===== config.mk =====
export PLATFORM = sky130hd
export DESIGN_NAME = tbc_timer_base_counter
export DESIGN_NICKNAME = d
export VERILOG_FILES = /design/src/verilog/tbc_pkg.sv /design/src/verilog/tbc_timer_base_counter.sv
export VERILOG_INCLUDE_DIRS = /design/src /design/src/verilog
export SDC_FILE = /design/constraint.sdc
export NUM_CORES = 1
export LEC_CHECK = 0
export ABC_AREA = 1
export ABC_CLOCK_PERIOD_IN_PS = 10250
export BUFFER_PORTS_ARGS = -buffer_cell sky130_fd_sc_hd__buf_2
export CORE_UTILIZATION = 45
export DETAILED_ROUTE_END_ITERATION = 12
export PLACE_DENSITY = 0.61
export SLEW_MARGIN = 20
export SYNTH_ARGS = -nofsm -noshare
export SYNTH_HDL_FRONTEND = slang
export SYNTH_SLANG_ARGS = --single-unit

===== constraint.sdc =====
create_clock -name CLK -period 10.25 [get_ports CLK]
set_clock_uncertainty 0.1 [all_clocks]
set_input_delay 1.5375 -clock CLK [delete_from_list [all_inputs] [get_ports CLK]]
set_output_delay 1.5375 -clock CLK [all_outputs]
set_load 0.01 [all_outputs]

===== src/verilog/tbc_consts.svh =====
// Offsets, field positions, reset values and fixed points of the timer base counter
`ifndef TBC_CONSTS_SVH
`define TBC_CONSTS_SVH
// Register byte offsets on the bus
`define TBC_OFS_CONTROL_A_REG    8'h00
`define TBC_OFS_CTRLB    8'h04
`define TBC_OFS_CONTROL_E_REG    8'h08
`define TBC_OFS_CONTROL_F_REG    8'h0C
`define TBC_OFS_EVENT_CONTROL_REG   8'h10
`define TBC_OFS_STATUS   8'h14
`define TBC_OFS_COUNT    8'h18
`define TBC_OFS_WRAP     8'h1C
`define TBC_OFS_WRAPBUF  8'h20
`define TBC_OFS_MATCH    8'h24
`define TBC_OFS_MATCHBUF 8'h30
`define TBC_OFS_STRIDE   8'h04
// Control A fields
`define TBC_A_ENABLE     0
`define TBC_A_PRESC_LO   1
`define TBC_A_PRESC_HI   3
// Control B fields
`define TBC_B_UPD_PEAK   0
`define TBC_B_SPLIT      1
// Control E fields
`define TBC_E_DIR        0
`define TBC_E_HOLD       1
// Control F fields: wrap valid, then match valids
`define TBC_F_WRAP_BV    0
`define TBC_F_MATCH_BV   1
// Event control fields
`define TBC_EV_COUNT_EN  0
`define TBC_EV_DIR_EN    1
`define TBC_EV_RESTART   2
// Status flag fields
`define TBC_S_PEAK       0
`define TBC_S_ZERO       1
`define TBC_S_MATCH      2
// Reset values and fixed points
`define TBC_RST_WORD     16'h0000
`define TBC_RST_WRAP     16'hFFFF
`define TBC_ZERO_POINT   16'h0000
`define TBC_ALL_ONES     16'hFFFF
`define TBC_RST_BYTE     8'h00
`define TBC_RST_BUS      32'h0000_0000
`endif


===== src/verilog/tbc_pkg.sv =====
// Types shared by the timer base counter
`default_nettype none
package tbc_pkg;
  typedef logic [15:0] tbc_word_t;    // Counter width value
  typedef logic [7:0]  tbc_byte_t;    // Split half width value
  typedef enum logic [1:0] {
    TBC_UP   = 2'b01,
    TBC_DOWN = 2'b10
  } tbc_dir_t;                        // Count direction
endpackage : tbc_pkg
`default_nettype wire


===== src/verilog/tbc_timer_base_counter.sv =====
// Timer base counter with double-buffered wrap limit and match values, Wishbone slave
//
// Contract
// - Count, limit, matches, buffers are 16 bits.
// - Every buffer has its own valid flag.
// - Count compared with zero, limit, matches.
// - Hit effects appear on following timer tick.
// - Tick from prescaled clock or events.
// - Zero point is 0x0000; peak is limit.
// - Transfer point loads valid buffers unless held or in split mode.
// - Enable bit starts counting at prescale rate.
// - Event count enable counts event A.
// - Normal count direction from control E.
// - Up at peak wraps to zero.
// - Down at zero reloads wrap limit.
// - Count write immediate, beats count/reload.
// - Direction changes accepted while running.
// - Buffer write sets valid; transfer clears.
// - Match and buffer both software accessible.
// - Direct wrap limit write is immediate.
// - Limit below count: run to all-ones.
// - Buffered limit changes only at transfer.
// - Split mode: two 8-bit counters.
// - Events steer direction and restart counter.
`include "tbc_consts.svh"
`default_nettype none
module tbc_timer_base_counter
  import tbc_pkg::*;
(
  // Clock and reset
  input  wire logic        CLK,
  input  wire logic        RESET,
  // Wishbone classic slave
  input  wire logic        WB_CYC_I,
  input  wire logic        WB_STB_I,
  input  wire logic        WB_WE_I,
  input  wire logic [7:0]  WB_ADR_I,
  input  wire logic [3:0]  WB_SEL_I,
  input  wire logic [31:0] WB_DAT_I,
  output logic      [31:0] WB_DAT_O,
  output logic             WB_ACK_O,
  // Event inputs, synchronous to CLK
  input  wire logic        EVT_COUNT,
  input  wire logic        EVT_DIR,
  input  wire logic        EVT_RESTART,
  // Event outputs, one-cycle pulses
  output logic             PEAK_EVT,
  output logic             ZERO_EVT,
  output logic      [2:0]  MATCH_EVT,
  output logic      [2:0]  MATCH_HI_EVT
);

  ////////////////////////////////////////////////////////////////////////////
  // Bus front end

  logic        ack_q;                 // Registered acknowledge
  logic [31:0] rd_q;                  // Registered read data
  logic [31:0] rd_mux;                // Selected read word
  wire         bus_req = WB_CYC_I & WB_STB_I;
  // Write lands at the edge where the master sees ack
  wire         wr = bus_req & ack_q & WB_WE_I;
  wire         lane0 = WB_SEL_I[0];

  // Decoded selects
  wire sel_a    = WB_ADR_I == `TBC_OFS_CONTROL_A_REG;
  wire sel_b    = WB_ADR_I == `TBC_OFS_CTRLB;
  wire sel_e    = WB_ADR_I == `TBC_OFS_CONTROL_E_REG;
  wire sel_f    = WB_ADR_I == `TBC_OFS_CONTROL_F_REG;
  wire sel_ev   = WB_ADR_I == `TBC_OFS_EVENT_CONTROL_REG;
  wire sel_st   = WB_ADR_I == `TBC_OFS_STATUS;
  wire sel_cnt  = WB_ADR_I == `TBC_OFS_COUNT;
  wire sel_wrap = WB_ADR_I == `TBC_OFS_WRAP;
  wire sel_wbuf = WB_ADR_I == `TBC_OFS_WRAPBUF;

  // Write strobes
  wire we_a    = wr & sel_a & lane0;
  wire we_b    = wr & sel_b & lane0;
  wire we_e    = wr & sel_e & lane0;
  wire we_ev   = wr & sel_ev & lane0;
  wire we_st   = wr & sel_st & lane0;
  wire we_cnt  = wr & sel_cnt;
  wire we_wrap = wr & sel_wrap;
  wire we_wbuf = wr & sel_wbuf;

  // Byte-lane merge of a 16-bit register
  function automatic tbc_word_t tbc_merge(input tbc_word_t old, input logic [31:0] d,
                                          input logic [3:0] s);
    tbc_word_t r;
    r[15:8] = s[1] ? d[15:8] : old[15:8];
    r[7:0]  = s[0] ? d[7:0] : old[7:0];
    return r;
  endfunction : tbc_merge

  ////////////////////////////////////////////////////////////////////////////
  // Control registers

  tbc_byte_t control_a_reg_q;                 // Enable and prescale select
  tbc_byte_t ctrlb_q;                 // Transfer point and split
  tbc_byte_t control_e_reg_q;                 // Direction and hold
  tbc_byte_t event_control_reg_q;                // Event usage
  tbc_byte_t status_q;                // Sticky hit flags
  tbc_byte_t status_d;

  wire       enable   = control_a_reg_q[`TBC_A_ENABLE];
  wire [2:0] presc    = control_a_reg_q[`TBC_A_PRESC_HI:`TBC_A_PRESC_LO];
  wire       upd_peak = ctrlb_q[`TBC_B_UPD_PEAK];
  wire       split    = ctrlb_q[`TBC_B_SPLIT];
  wire       hold     = control_e_reg_q[`TBC_E_HOLD];
  wire       ev_cnt   = event_control_reg_q[`TBC_EV_COUNT_EN];
  wire       ev_dir   = event_control_reg_q[`TBC_EV_DIR_EN];
  wire       ev_rst   = event_control_reg_q[`TBC_EV_RESTART];

  // Control register writes
  always_ff @(posedge CLK or posedge RESET) begin
    if (RESET) begin
      control_a_reg_q  <= `TBC_RST_BYTE;
      ctrlb_q  <= `TBC_RST_BYTE;
      control_e_reg_q  <= `TBC_RST_BYTE;
      event_control_reg_q <= `TBC_RST_BYTE;
    end else begin
      if (we_a) control_a_reg_q <= WB_DAT_I[7:0];
      if (we_b) ctrlb_q <= WB_DAT_I[7:0];
      if (we_e) control_e_reg_q <= WB_DAT_I[7:0];
      if (we_ev) event_control_reg_q <= WB_DAT_I[7:0];
    end
  end

  ////////////////////////////////////////////////////////////////////////////
  // Tick generation

  logic [6:0] pre_q;                  // Prescale divider, cleared while disabled
  // Divide by two to the power of the select field
  wire  [6:0] pre_mask = 7'((8'h01 << presc) - 8'h01);
  wire        pre_tick = (pre_q & pre_mask) == pre_mask;
  // Event input replaces the prescaled clock
  wire        tick_src = ev_cnt ? EVT_COUNT : pre_tick;
  wire        tick     = enable & tick_src;
  // Event level may override the software direction
  wire        down_sel = ev_dir ? EVT_DIR : control_e_reg_q[`TBC_E_DIR];
  tbc_dir_t   dir;
  assign dir = down_sel ? TBC_DOWN : TBC_UP;

  // Divider runs only while enabled, so the first tick comes one full prescale period after enable
  always_ff @(posedge CLK or posedge RESET) begin
    if (RESET) pre_q <= 7'h00;
    else if (!enable) pre_q <= 7'h00;
    else pre_q <= pre_q + 7'h01;
  end

  ////////////////////////////////////////////////////////////////////////////
  // Count and compare

  tbc_word_t cnt_q;
  tbc_word_t cnt_d;
  tbc_word_t wrap_q;                  // Wrap limit
  tbc_word_t wrap_d;
  tbc_word_t wbuf_q;                  // Wrap limit buffer
  logic      wbv_q;                   // Wrap limit buffer valid
  tbc_word_t match_q [3];             // Match values
  tbc_word_t mbuf_q  [3];             // Match buffers
  logic [2:0] mbv_q;                  // Match buffer valids
  logic [2:0] hit_m;                  // Full-width matches
  logic [2:0] hit_mh;                 // Upper-half matches in split

  // Fixed-point compares
  wire hit_zero = cnt_q == `TBC_ZERO_POINT;
  wire hit_peak = cnt_q == wrap_q;
  wire lo_zero  = cnt_q[7:0] == `TBC_RST_BYTE;
  wire hi_zero  = cnt_q[15:8] == `TBC_RST_BYTE;

  // Next count in one-piece mode; plain increment rolls over all-ones
  wire tbc_word_t up_next = hit_peak ? `TBC_ZERO_POINT : cnt_q + 16'h0001;
  wire tbc_word_t dn_next = hit_zero ? wrap_q : cnt_q - 16'h0001;
  wire tbc_word_t one_next = (dir == TBC_DOWN) ? dn_next : up_next;
  // Split mode: both halves count down, each reloads its own limit byte
  wire tbc_byte_t lo_next = lo_zero ? wrap_q[7:0] : cnt_q[7:0] - 8'h01;
  wire tbc_byte_t hi_next = hi_zero ? wrap_q[15:8] : cnt_q[15:8] - 8'h01;
  wire tbc_word_t step    = split ? {hi_next, lo_next} : one_next;
  // Restart event takes the counter back to its starting point
  wire restart = ev_rst & EVT_RESTART & enable;
  wire tbc_word_t start_val = (dir == TBC_DOWN || split) ? wrap_q : `TBC_ZERO_POINT;

  // Software write wins over restart, which wins over counting
  assign cnt_d = we_cnt ? tbc_merge(cnt_q, WB_DAT_I, WB_SEL_I)
               : restart ? start_val
               : tick ? step
               : cnt_q;

  // Transfer point; split mode has no buffering
  wire xfer = tick & ~split & ~hold & (upd_peak ? hit_peak : hit_zero);

  // Direct write is immediate; buffer copied only when valid
  assign wrap_d = we_wrap ? tbc_merge(wrap_q, WB_DAT_I, WB_SEL_I)
                : (xfer & wbv_q) ? wbuf_q
                : wrap_q;

  // Counter, wrap limit and its buffer
  always_ff @(posedge CLK or posedge RESET) begin
    if (RESET) begin
      cnt_q  <= `TBC_RST_WORD;
      wrap_q <= `TBC_RST_WRAP;
      wbuf_q <= `TBC_RST_WRAP;
      wbv_q  <= 1'b0;
    end else begin
      cnt_q  <= cnt_d;
      wrap_q <= wrap_d;
      if (we_wbuf) wbuf_q <= tbc_merge(wbuf_q, WB_DAT_I, WB_SEL_I);
      // A buffer write in the transfer cycle keeps valid set
      wbv_q  <= we_wbuf | (wbv_q & ~xfer);
    end
  end

  ////////////////////////////////////////////////////////////////////////////
  // Match channels

  genvar gi;
  generate
    for (gi = 0; gi < 3; gi = gi + 1) begin : g_match
      wire [7:0] ofs_m  = `TBC_OFS_MATCH + 8'(gi) * `TBC_OFS_STRIDE;
      wire [7:0] ofs_b  = `TBC_OFS_MATCHBUF + 8'(gi) * `TBC_OFS_STRIDE;
      wire       we_m   = wr & (WB_ADR_I == ofs_m);
      wire       we_mb  = wr & (WB_ADR_I == ofs_b);
      wire       take   = xfer & mbv_q[gi];
      assign hit_m[gi]  = cnt_q == match_q[gi];
      assign hit_mh[gi] = cnt_q[15:8] == match_q[gi][15:8];

      // Match value, buffer and valid flag
      always_ff @(posedge CLK or posedge RESET) begin
        if (RESET) begin
          match_q[gi] <= `TBC_RST_WORD;
          mbuf_q[gi]  <= `TBC_RST_WORD;
          mbv_q[gi]   <= 1'b0;
        end else begin
          if (we_m) match_q[gi] <= tbc_merge(match_q[gi], WB_DAT_I, WB_SEL_I);
          else if (take) match_q[gi] <= mbuf_q[gi];
          if (we_mb) mbuf_q[gi] <= tbc_merge(mbuf_q[gi], WB_DAT_I, WB_SEL_I);
          mbv_q[gi] <= we_mb | (mbv_q[gi] & ~xfer);
        end
      end
    end
  endgenerate

  ////////////////////////////////////////////////////////////////////////////
  // Hit events and sticky flags

  logic       peak_q;                 // Peak event pulse
  logic       zero_q;                 // Zero event pulse
  logic [2:0] mevt_q;                 // Match event pulses
  logic [2:0] mhevt_q;                // Upper-half match pulses

  // Split halves report their own underflow and matches
  wire       peak_hit = split ? hi_zero : hit_peak;
  wire       zero_hit = split ? lo_zero : hit_zero;
  wire [2:0] lo_m;
  assign lo_m[0] = cnt_q[7:0] == match_q[0][7:0];
  assign lo_m[1] = cnt_q[7:0] == match_q[1][7:0];
  assign lo_m[2] = cnt_q[7:0] == match_q[2][7:0];
  wire [2:0] m_hit  = split ? lo_m : hit_m;
  wire [2:0] mh_hit = split ? hit_mh : 3'b000;

  // Hits seen before a tick show at that tick's edge
  always_ff @(posedge CLK or posedge RESET) begin
    if (RESET) begin
      peak_q  <= 1'b0;
      zero_q  <= 1'b0;
      mevt_q  <= 3'b000;
      mhevt_q <= 3'b000;
    end else begin
      peak_q  <= tick & peak_hit;
      zero_q  <= tick & zero_hit;
      mevt_q  <= {3{tick}} & m_hit;
      mhevt_q <= {3{tick}} & mh_hit;
    end
  end

  // Write one clears; a new hit in the same cycle wins
  wire [7:0] st_set = {3'b000, mevt_q, zero_q, peak_q};
  wire [7:0] st_clr = we_st ? WB_DAT_I[7:0] : 8'h00;
  assign status_d = (status_q & ~st_clr) | st_set;

  always_ff @(posedge CLK or posedge RESET) begin
    if (RESET) status_q <= `TBC_RST_BYTE;
    else status_q <= status_d;
  end

  assign PEAK_EVT     = peak_q;
  assign ZERO_EVT     = zero_q;
  assign MATCH_EVT    = mevt_q;
  assign MATCH_HI_EVT = mhevt_q;

  ////////////////////////////////////////////////////////////////////////////
  // Read path

  // Match registers and buffers share a small index decode
  wire [7:0] m_rel  = WB_ADR_I - `TBC_OFS_MATCH;
  wire [7:0] b_rel  = WB_ADR_I - `TBC_OFS_MATCHBUF;
  wire       is_m   = (WB_ADR_I >= `TBC_OFS_MATCH) && (WB_ADR_I < `TBC_OFS_MATCHBUF) &&
                      (m_rel[1:0] == 2'b00);
  wire       is_b   = (WB_ADR_I >= `TBC_OFS_MATCHBUF) && (b_rel < 8'h0C) && (b_rel[1:0] == 2'b00);
  wire [1:0] m_idx  = m_rel[3:2];
  wire [1:0] b_idx  = b_rel[3:2];
  wire [7:0] control_f_reg  = {4'h0, mbv_q, wbv_q};

  // Unmapped offsets read as zero
  assign rd_mux = sel_a    ? {24'h00_0000, control_a_reg_q}
                : sel_b    ? {24'h00_0000, ctrlb_q}
                : sel_e    ? {24'h00_0000, control_e_reg_q}
                : sel_f    ? {24'h00_0000, control_f_reg}
                : sel_ev   ? {24'h00_0000, event_control_reg_q}
                : sel_st   ? {24'h00_0000, status_q}
                : sel_cnt  ? {16'h0000, cnt_q}
                : sel_wrap ? {16'h0000, wrap_q}
                : sel_wbuf ? {16'h0000, wbuf_q}
                : is_m     ? {16'h0000, match_q[m_idx]}
                : is_b     ? {16'h0000, mbuf_q[b_idx]}
                : `TBC_RST_BUS;

  // One wait state, then a single-cycle ack
  always_ff @(posedge CLK or posedge RESET) begin
    if (RESET) begin
      ack_q <= 1'b0;
      rd_q  <= `TBC_RST_BUS;
    end else begin
      ack_q <= bus_req & ~ack_q;
      if (bus_req & ~ack_q & ~WB_WE_I) rd_q <= rd_mux;
    end
  end

  assign WB_ACK_O = ack_q;
  assign WB_DAT_O = rd_q;

endmodule : tbc_timer_base_counter
`default_nettype wire

# Word level (Yosys, flattened, before mapping)
# Index checks and enable logic that the tools add are counted.
[totals]
ff_bits = 236
latch_bits = 0
ram_bits = 0
rom_bits = 0
inputBits = 52
out_inout_bits = 41
word_cells = 223
mem_count = 0
[classes]
addsub = 8
multipliers = 0
div_mod_pow = 0
magnitude_cmp = 6
eq_ne = 36
n_shift = 1
n_mux = 47
bitwise_logic = 57
reduce_logical = 34
[ops]
columns = ["cell", "count"]
rows = [
  ["$mux W16", 31],
  ["$bmux W16 S2", 2],
  ["$eq A16 B16 Y1", 4],
  ["$eq A8 B6 Y1 const B", 7],
  ["$eq A8 B8 Y1", 6],
  ["$and A1 B1 Y1", 40],
  ["$mux W8", 5],
  ["$reduce_and A2 Y1", 18],
  ["$eq A8 B5 Y1 const B", 4],
  ["$logic_not A8 Y1", 3],
  ["$ne A2 B2 Y1 const B", 10],
  ["$add A16 B1 Y16 const B", 1],
  ["$eq A8 B4 Y1 const B", 2],
  ["$ge A8 B6 Y1 const B", 2],
  ["$logic_not A16 Y1", 1],
  ["$sub A16 B1 Y16 const B", 1],
  ["$sub A8 B1 Y8 const B", 2],
  ["$and A8 B8 Y8", 1],
  ["$eq A8 B3 Y1 const B", 1],
  ["$lt A8 B4 Y1 const B", 1],
  ["$lt A8 B6 Y1 const B", 1],
  ["$not A8 Y8", 1],
  ["$or A8 B5 Y8", 1],
  ["$reduce_bool A2 Y1", 4],
  ["21 further kinds", 40],
]

# Depth between registers and ports, before layout
[logic_depth]
depth_word = 16
ltp_mapped = 23
ltp_nobuf = 19

# Worst setup path before layout
# OpenSTA, ideal clock, no wires.
[synth_timing]
path_type = "input port to flip-flop"
start = "input port WB_ADR_I[2]"
end = "register rd_q[3] (netlist: WB_DAT_O[3])"
setup_ns = 0.066
arrival_ns = 3.717
t_required_ns = 10.084
setup_slack_ns = 6.368
path_stages = 19
path_cell_list = "inv_2 -> buf_2 -> buf_2 -> buf_2 -> ha_1 -> clkbuf_1 -> nor2_1 -> inv_1 -> o22ai_1 -> nand2_1 -> nand2_1 -> nand2_1 -> nand3_1 -> nor2_1 -> o21ai_1 -> nand2_1 -> nand4_1 -> nand2_1 -> nand2_1"
[synth_between]
elab_chain_len = 16
word_cells_on_any_way = 38
[synth_rtl]
columns = ["element", "line_no", "text"]
rows = [
  ["start: declaration", "tbc_timer_base_counter.sv:37", "input wire logic [7:0] WB_ADR_I,"],
  ["parallel branches: the longest is 15 deep, another holds $sub A8 B6 Y8", "--", ""],
  ["$mux W16 (no line) (*)", "--", ""],
  ["end signal: assignment", "tbc_timer_base_counter.sv:322", "rd_q <= `TBC_RST_BUS;"],
  ["end signal: assignment", "tbc_timer_base_counter.sv:325", "if (bus_req & ~ack_q & ~WB_WE_I) rd_q <= rd_mux;"],
  ["end: declaration", "tbc_timer_base_counter.sv:57", "logic [31:0] rd_q;"],
]
# Mark *: on every way between the ends. The select of a mux whose other input is x is not followed.
# A chain may end at the register's enable or synchronous reset.

# Final worst setup path
[layout_timing]
start = "input port WB_ADR_I[2]"
end = "register cnt_q[8]"
[layout_between]
elab_chain_len = 4
word_cells_on_any_way = 6
[layout_rtl]
columns = ["element", "line_no", "text"]
rows = [
  ["$eq A8 B5 Y1 (no line) (*)", "--", ""],
  ["$and A1 B1 Y1 (*)", "tbc_timer_base_counter.sv:81", "wire we_cnt = wr & sel_cnt;"],
  ["$ne A2 B2 Y1 (no line) / $reduce_bool A3 Y1 (equally long branches)", "--", ""],
  ["$reduce_and A2 Y1 (no line)", "--", ""],
  ["end signal: assignment", "tbc_timer_base_counter.sv:200", "cnt_q <= `TBC_RST_WORD;"],
  ["end signal: assignment", "tbc_timer_base_counter.sv:205", "cnt_q <= cnt_d;"],
  ["end: declaration", "tbc_timer_base_counter.sv:153", "tbc_word_t cnt_q;"],
]
# Mark *: on every way between the ends. The rest lies on a longest branch, timed or not.

==> impl_metrics.csv <==
group,metric,value,unit
timing,period_needed,5.62,ns
yosys,synth_seq_cells,220,
routing,vias_per_cell,5.65,
timing,grt_setup_unrepaired,"no",
final_layout,antenna_cells,0,
yosys,synth.cell_area,0.0138,sq mm
pwr,power.share.clock,48.8,%
yosys,synth.top_cell.area_share,34.0,%
floorplanning,dieArea,0.0315,sq mm
pwr,switching_share,25.1,%
placed_design,portBuffers,58,
placed_design,hpwl,32200,um
timing,fin_tns_setup,0,ns
yosys,postSynthAreaPerCell,7.19,sq um
critical_path,worst-path-buf-inv,5,
critical_path,crit_top_cell,"inv_2",
clock_tree,cts-htree-levels,1,
clock_tree,clk_latency,0.56,ns
routing,met2WireLength,20000,um
yosys,synthArstFlopShare,100,%
routing,top_layer,"met4",
yosys,synth_area_leader_cell,"dfrtp_1",
routing,drtIter0Drc,1383,
floorplanning,core_area,0.0300,sq mm
timing,tightest_slew,0.999,ns
final_layout,reg_top3,"match_q: 48 flops, mbuf_q: 48 flops",
pwr,seqPwrFrac,44.5,%
critical_path,critPathKind,"in2reg",
critical_path,critPathMaxFanout,43,
placed_design,dpl_cell_area,0.0142,sq mm
timing,max_slew_margin,33.3,%
routing,met3_wirelength,3350,um
final_layout,nets,1986,
clock_tree,postCtsSetupBuffers,0,
floorplanning,num_rows,63,
floorplanning,start_util,46.2,%
yosys,synth_common_cells,"635 x nand2_1, 194 x o21ai_0, 188 x dfrtp_1",
run,cap_viol_max_count,0,
critical_path,worstPathArrival,5.93,ns
run_status,outcome,"complete, no violations",
floorplanning,fp.dieH,177,um
yosys,yosysWarnings,0,
floorplanning,die_w,177,um
clock_tree,cts_tree,"built",
routing,met1_length,20800,um
critical_path,path_delay_family,"buffers and inverters",
global_route,overflow,0,
pwr,p_leak,7.24,nW
routing,drt.antenna.violating_nets,0,
global_route,grt_pass1_wl,70600,um
yosys,synth.most_common_cell,"nand2_1",
final_layout,n_fill_cell,3062,
final_layout,layout-drive-gt1-share,12.1,%
clock_tree,max-clock-path-buffers,3,
final_layout,fin_util,50.4,%
hold_path,hp-class,"reg2reg",
yosys,synth_edf_count,0,
clock_tree,cts_hold_buf,0,
critical_path,cp_data_required_time,10.57,ns
timing,hold_slack,0.359,ns
yosys,synthCells,1925,
final_layout,finalInstanceArea,0.0151,sq mm
routing,wirelength,45600,um
yosys,ys_seq_area_share,40.1,%
clock_tree,clock_tree.root_cell,"clkbuf_16",
timing,max_freq,178,MHz
pwr,combinationalPowerShare,6.7,%
timing,maxSlewViolCount,0,
clock_tree,cts_sinks,220,
clock_tree,cts_resized,0,
placed_design,place_congestion,0.900,
timing,period_share,54.8,%
critical_path,worstSetupStartpointType,"input port",
routing,firstDrtPassIters,6,
global_route,grt_max_degree,82,
timing,hold_viol,0,
routing,num_vias,13200,
yosys,synthDistinctLibCells,50,
pwr,p_int,1.49,mW
timing,finalSetupViolations,0,
critical_path,slowest_stage,"nor2_2",
routing,remaining_drc_errors,0,
floorplanning,io_pins,93,
clock_tree,cts_buffers,26,
critical_path,cp_cell_sequence,"buf_2, inv_2, ha_1, nand2_2, nor2_2, inv_2, nor2_2, inv_2, o21ai_2, inv_1, nor2_1, a21oi_1",
routing,wire_per_inst,19.5,um
global_route,track_usage,29.4,%
pwr,powerDensity,132,mW/mm^2
global_route,antenna_found_initial,0,
final_layout,seq_area,0.00555,sq mm
pwr,switchingPower,0.498,mW
critical_path,max_stage_delay,0.85,ns
yosys,synth_ff_type,"dfrtp_1",
final_layout,syn2layout_area_growth,8.95,%
final_layout,multiInputGateArea,0.00725,sq mm
critical_path,cp-end-kind,"flop",
yosys,synth_area_leaders,"dfrtp_1 34%, nand2_1 17%, o21ai_0 7.0%",
global_route,first_global_vias,12000,
pwr,vdd_drop_max,0.110,mV
clock_tree,clk_pin_slew_worst_paths,0.06,ns
-- cell type report --
class,instances,area share [%]
multi-input cells,1468,48.1
well taps,390,3.24
clock buffers,34,4.65
inverters,139,3.58
repair buffers,68,2.45
flip-flops and latches,220,36.8
clock inverters,14,1.24
-- power by group through the flow --
stage                     Sequential (mW)  Clock, mW  Combinational [mW]
after floorplan                     0.893          0              0.0923
after global placement              0.899          0               0.131
after detailed placement            0.899          0               0.132
after CTS                           0.884      0.980               0.133
after global routing                0.884       1.02               0.147
final                               0.884      0.970               0.133
-- cell families after synthesis --
kind of cell,synth area share (%)
compound gates,17.5
fa+ha+maj,0.994
other cells,0.0271
mux,0.0723
xor+xnor,2.91
flops,40.1
simple gates,30.4
buf+inv,8.05
-- cell usage in the layout (no fill, tap or decap), drive strengths merged, types with 2 or more instances in the layout --
cell type  instances
nand2            649
o21ai            241
dfrtp            188
inv              131
nor2             125
nand3            113
a21oi             73
o211ai            72
buf               68
clkbuf            34
dfstp             32
nand4             29
xor2              27
or2               25
xnor2             19
nor3              17
clkinv            17
conb              16
ha                11
o22ai              8
a32o               7
a22oi              6
or4                5
a211oi             5
nand3b             4
a31oi              4
bufinv             4
o21bai             3
a311oi             2
a21o               2
-- through the flow --
| step | worst slack [ns] | total power, mW | cells |
|---|---|---|---|
| final | 4.63 | 1.99 | 2333 |
| after global routing | 4.42 | 2.05 | 2333 |
| after CTS | 4.73 | 2.00 | 2333 |
| after detailed placement | 4.20 | 1.03 | 2285 |
| after global placement | 4.30 | 1.03 | 2285 |
| after floorplan | 2.64 | 0.985 | 1940 |
-- path summary, 6_finish.rpt --
kind                         startpoint          end  slack (ns)  cells past startpoint
min in group asynchronous         RESET   mbuf_q[20]        0.94                      2
hold reg to reg            MATCH_EVT[2]  status_q[4]        0.36                      2
setup reg to reg               cnt_q[1]  match_q[10]        6.47                     12
setup / recovery            WB_ADR_I[2]     cnt_q[8]        4.63                     12
hold / removal             MATCH_EVT[2]  status_q[4]        0.36                      2
max in group asynchronous         RESET     cnt_q[0]        7.84                      3
-- per-layer routing --
metal | up-vias | global-route usage, %
met4 | 0 | 10.1
met2 | 518 | 43.9
met3 | 88 | 4.20
met5 | - | 0
li1 | 6339 | -
met1 | 6237 | 43.2
-- worst min-delay path: cells and delay by family, from the launching register on --
kind,cells,cell delay (ns)
buf+inv,1,0.04
flops,1,0.34
simple gates,1,0.05
No activity file was read; power rests on OpenSTA's default activity.
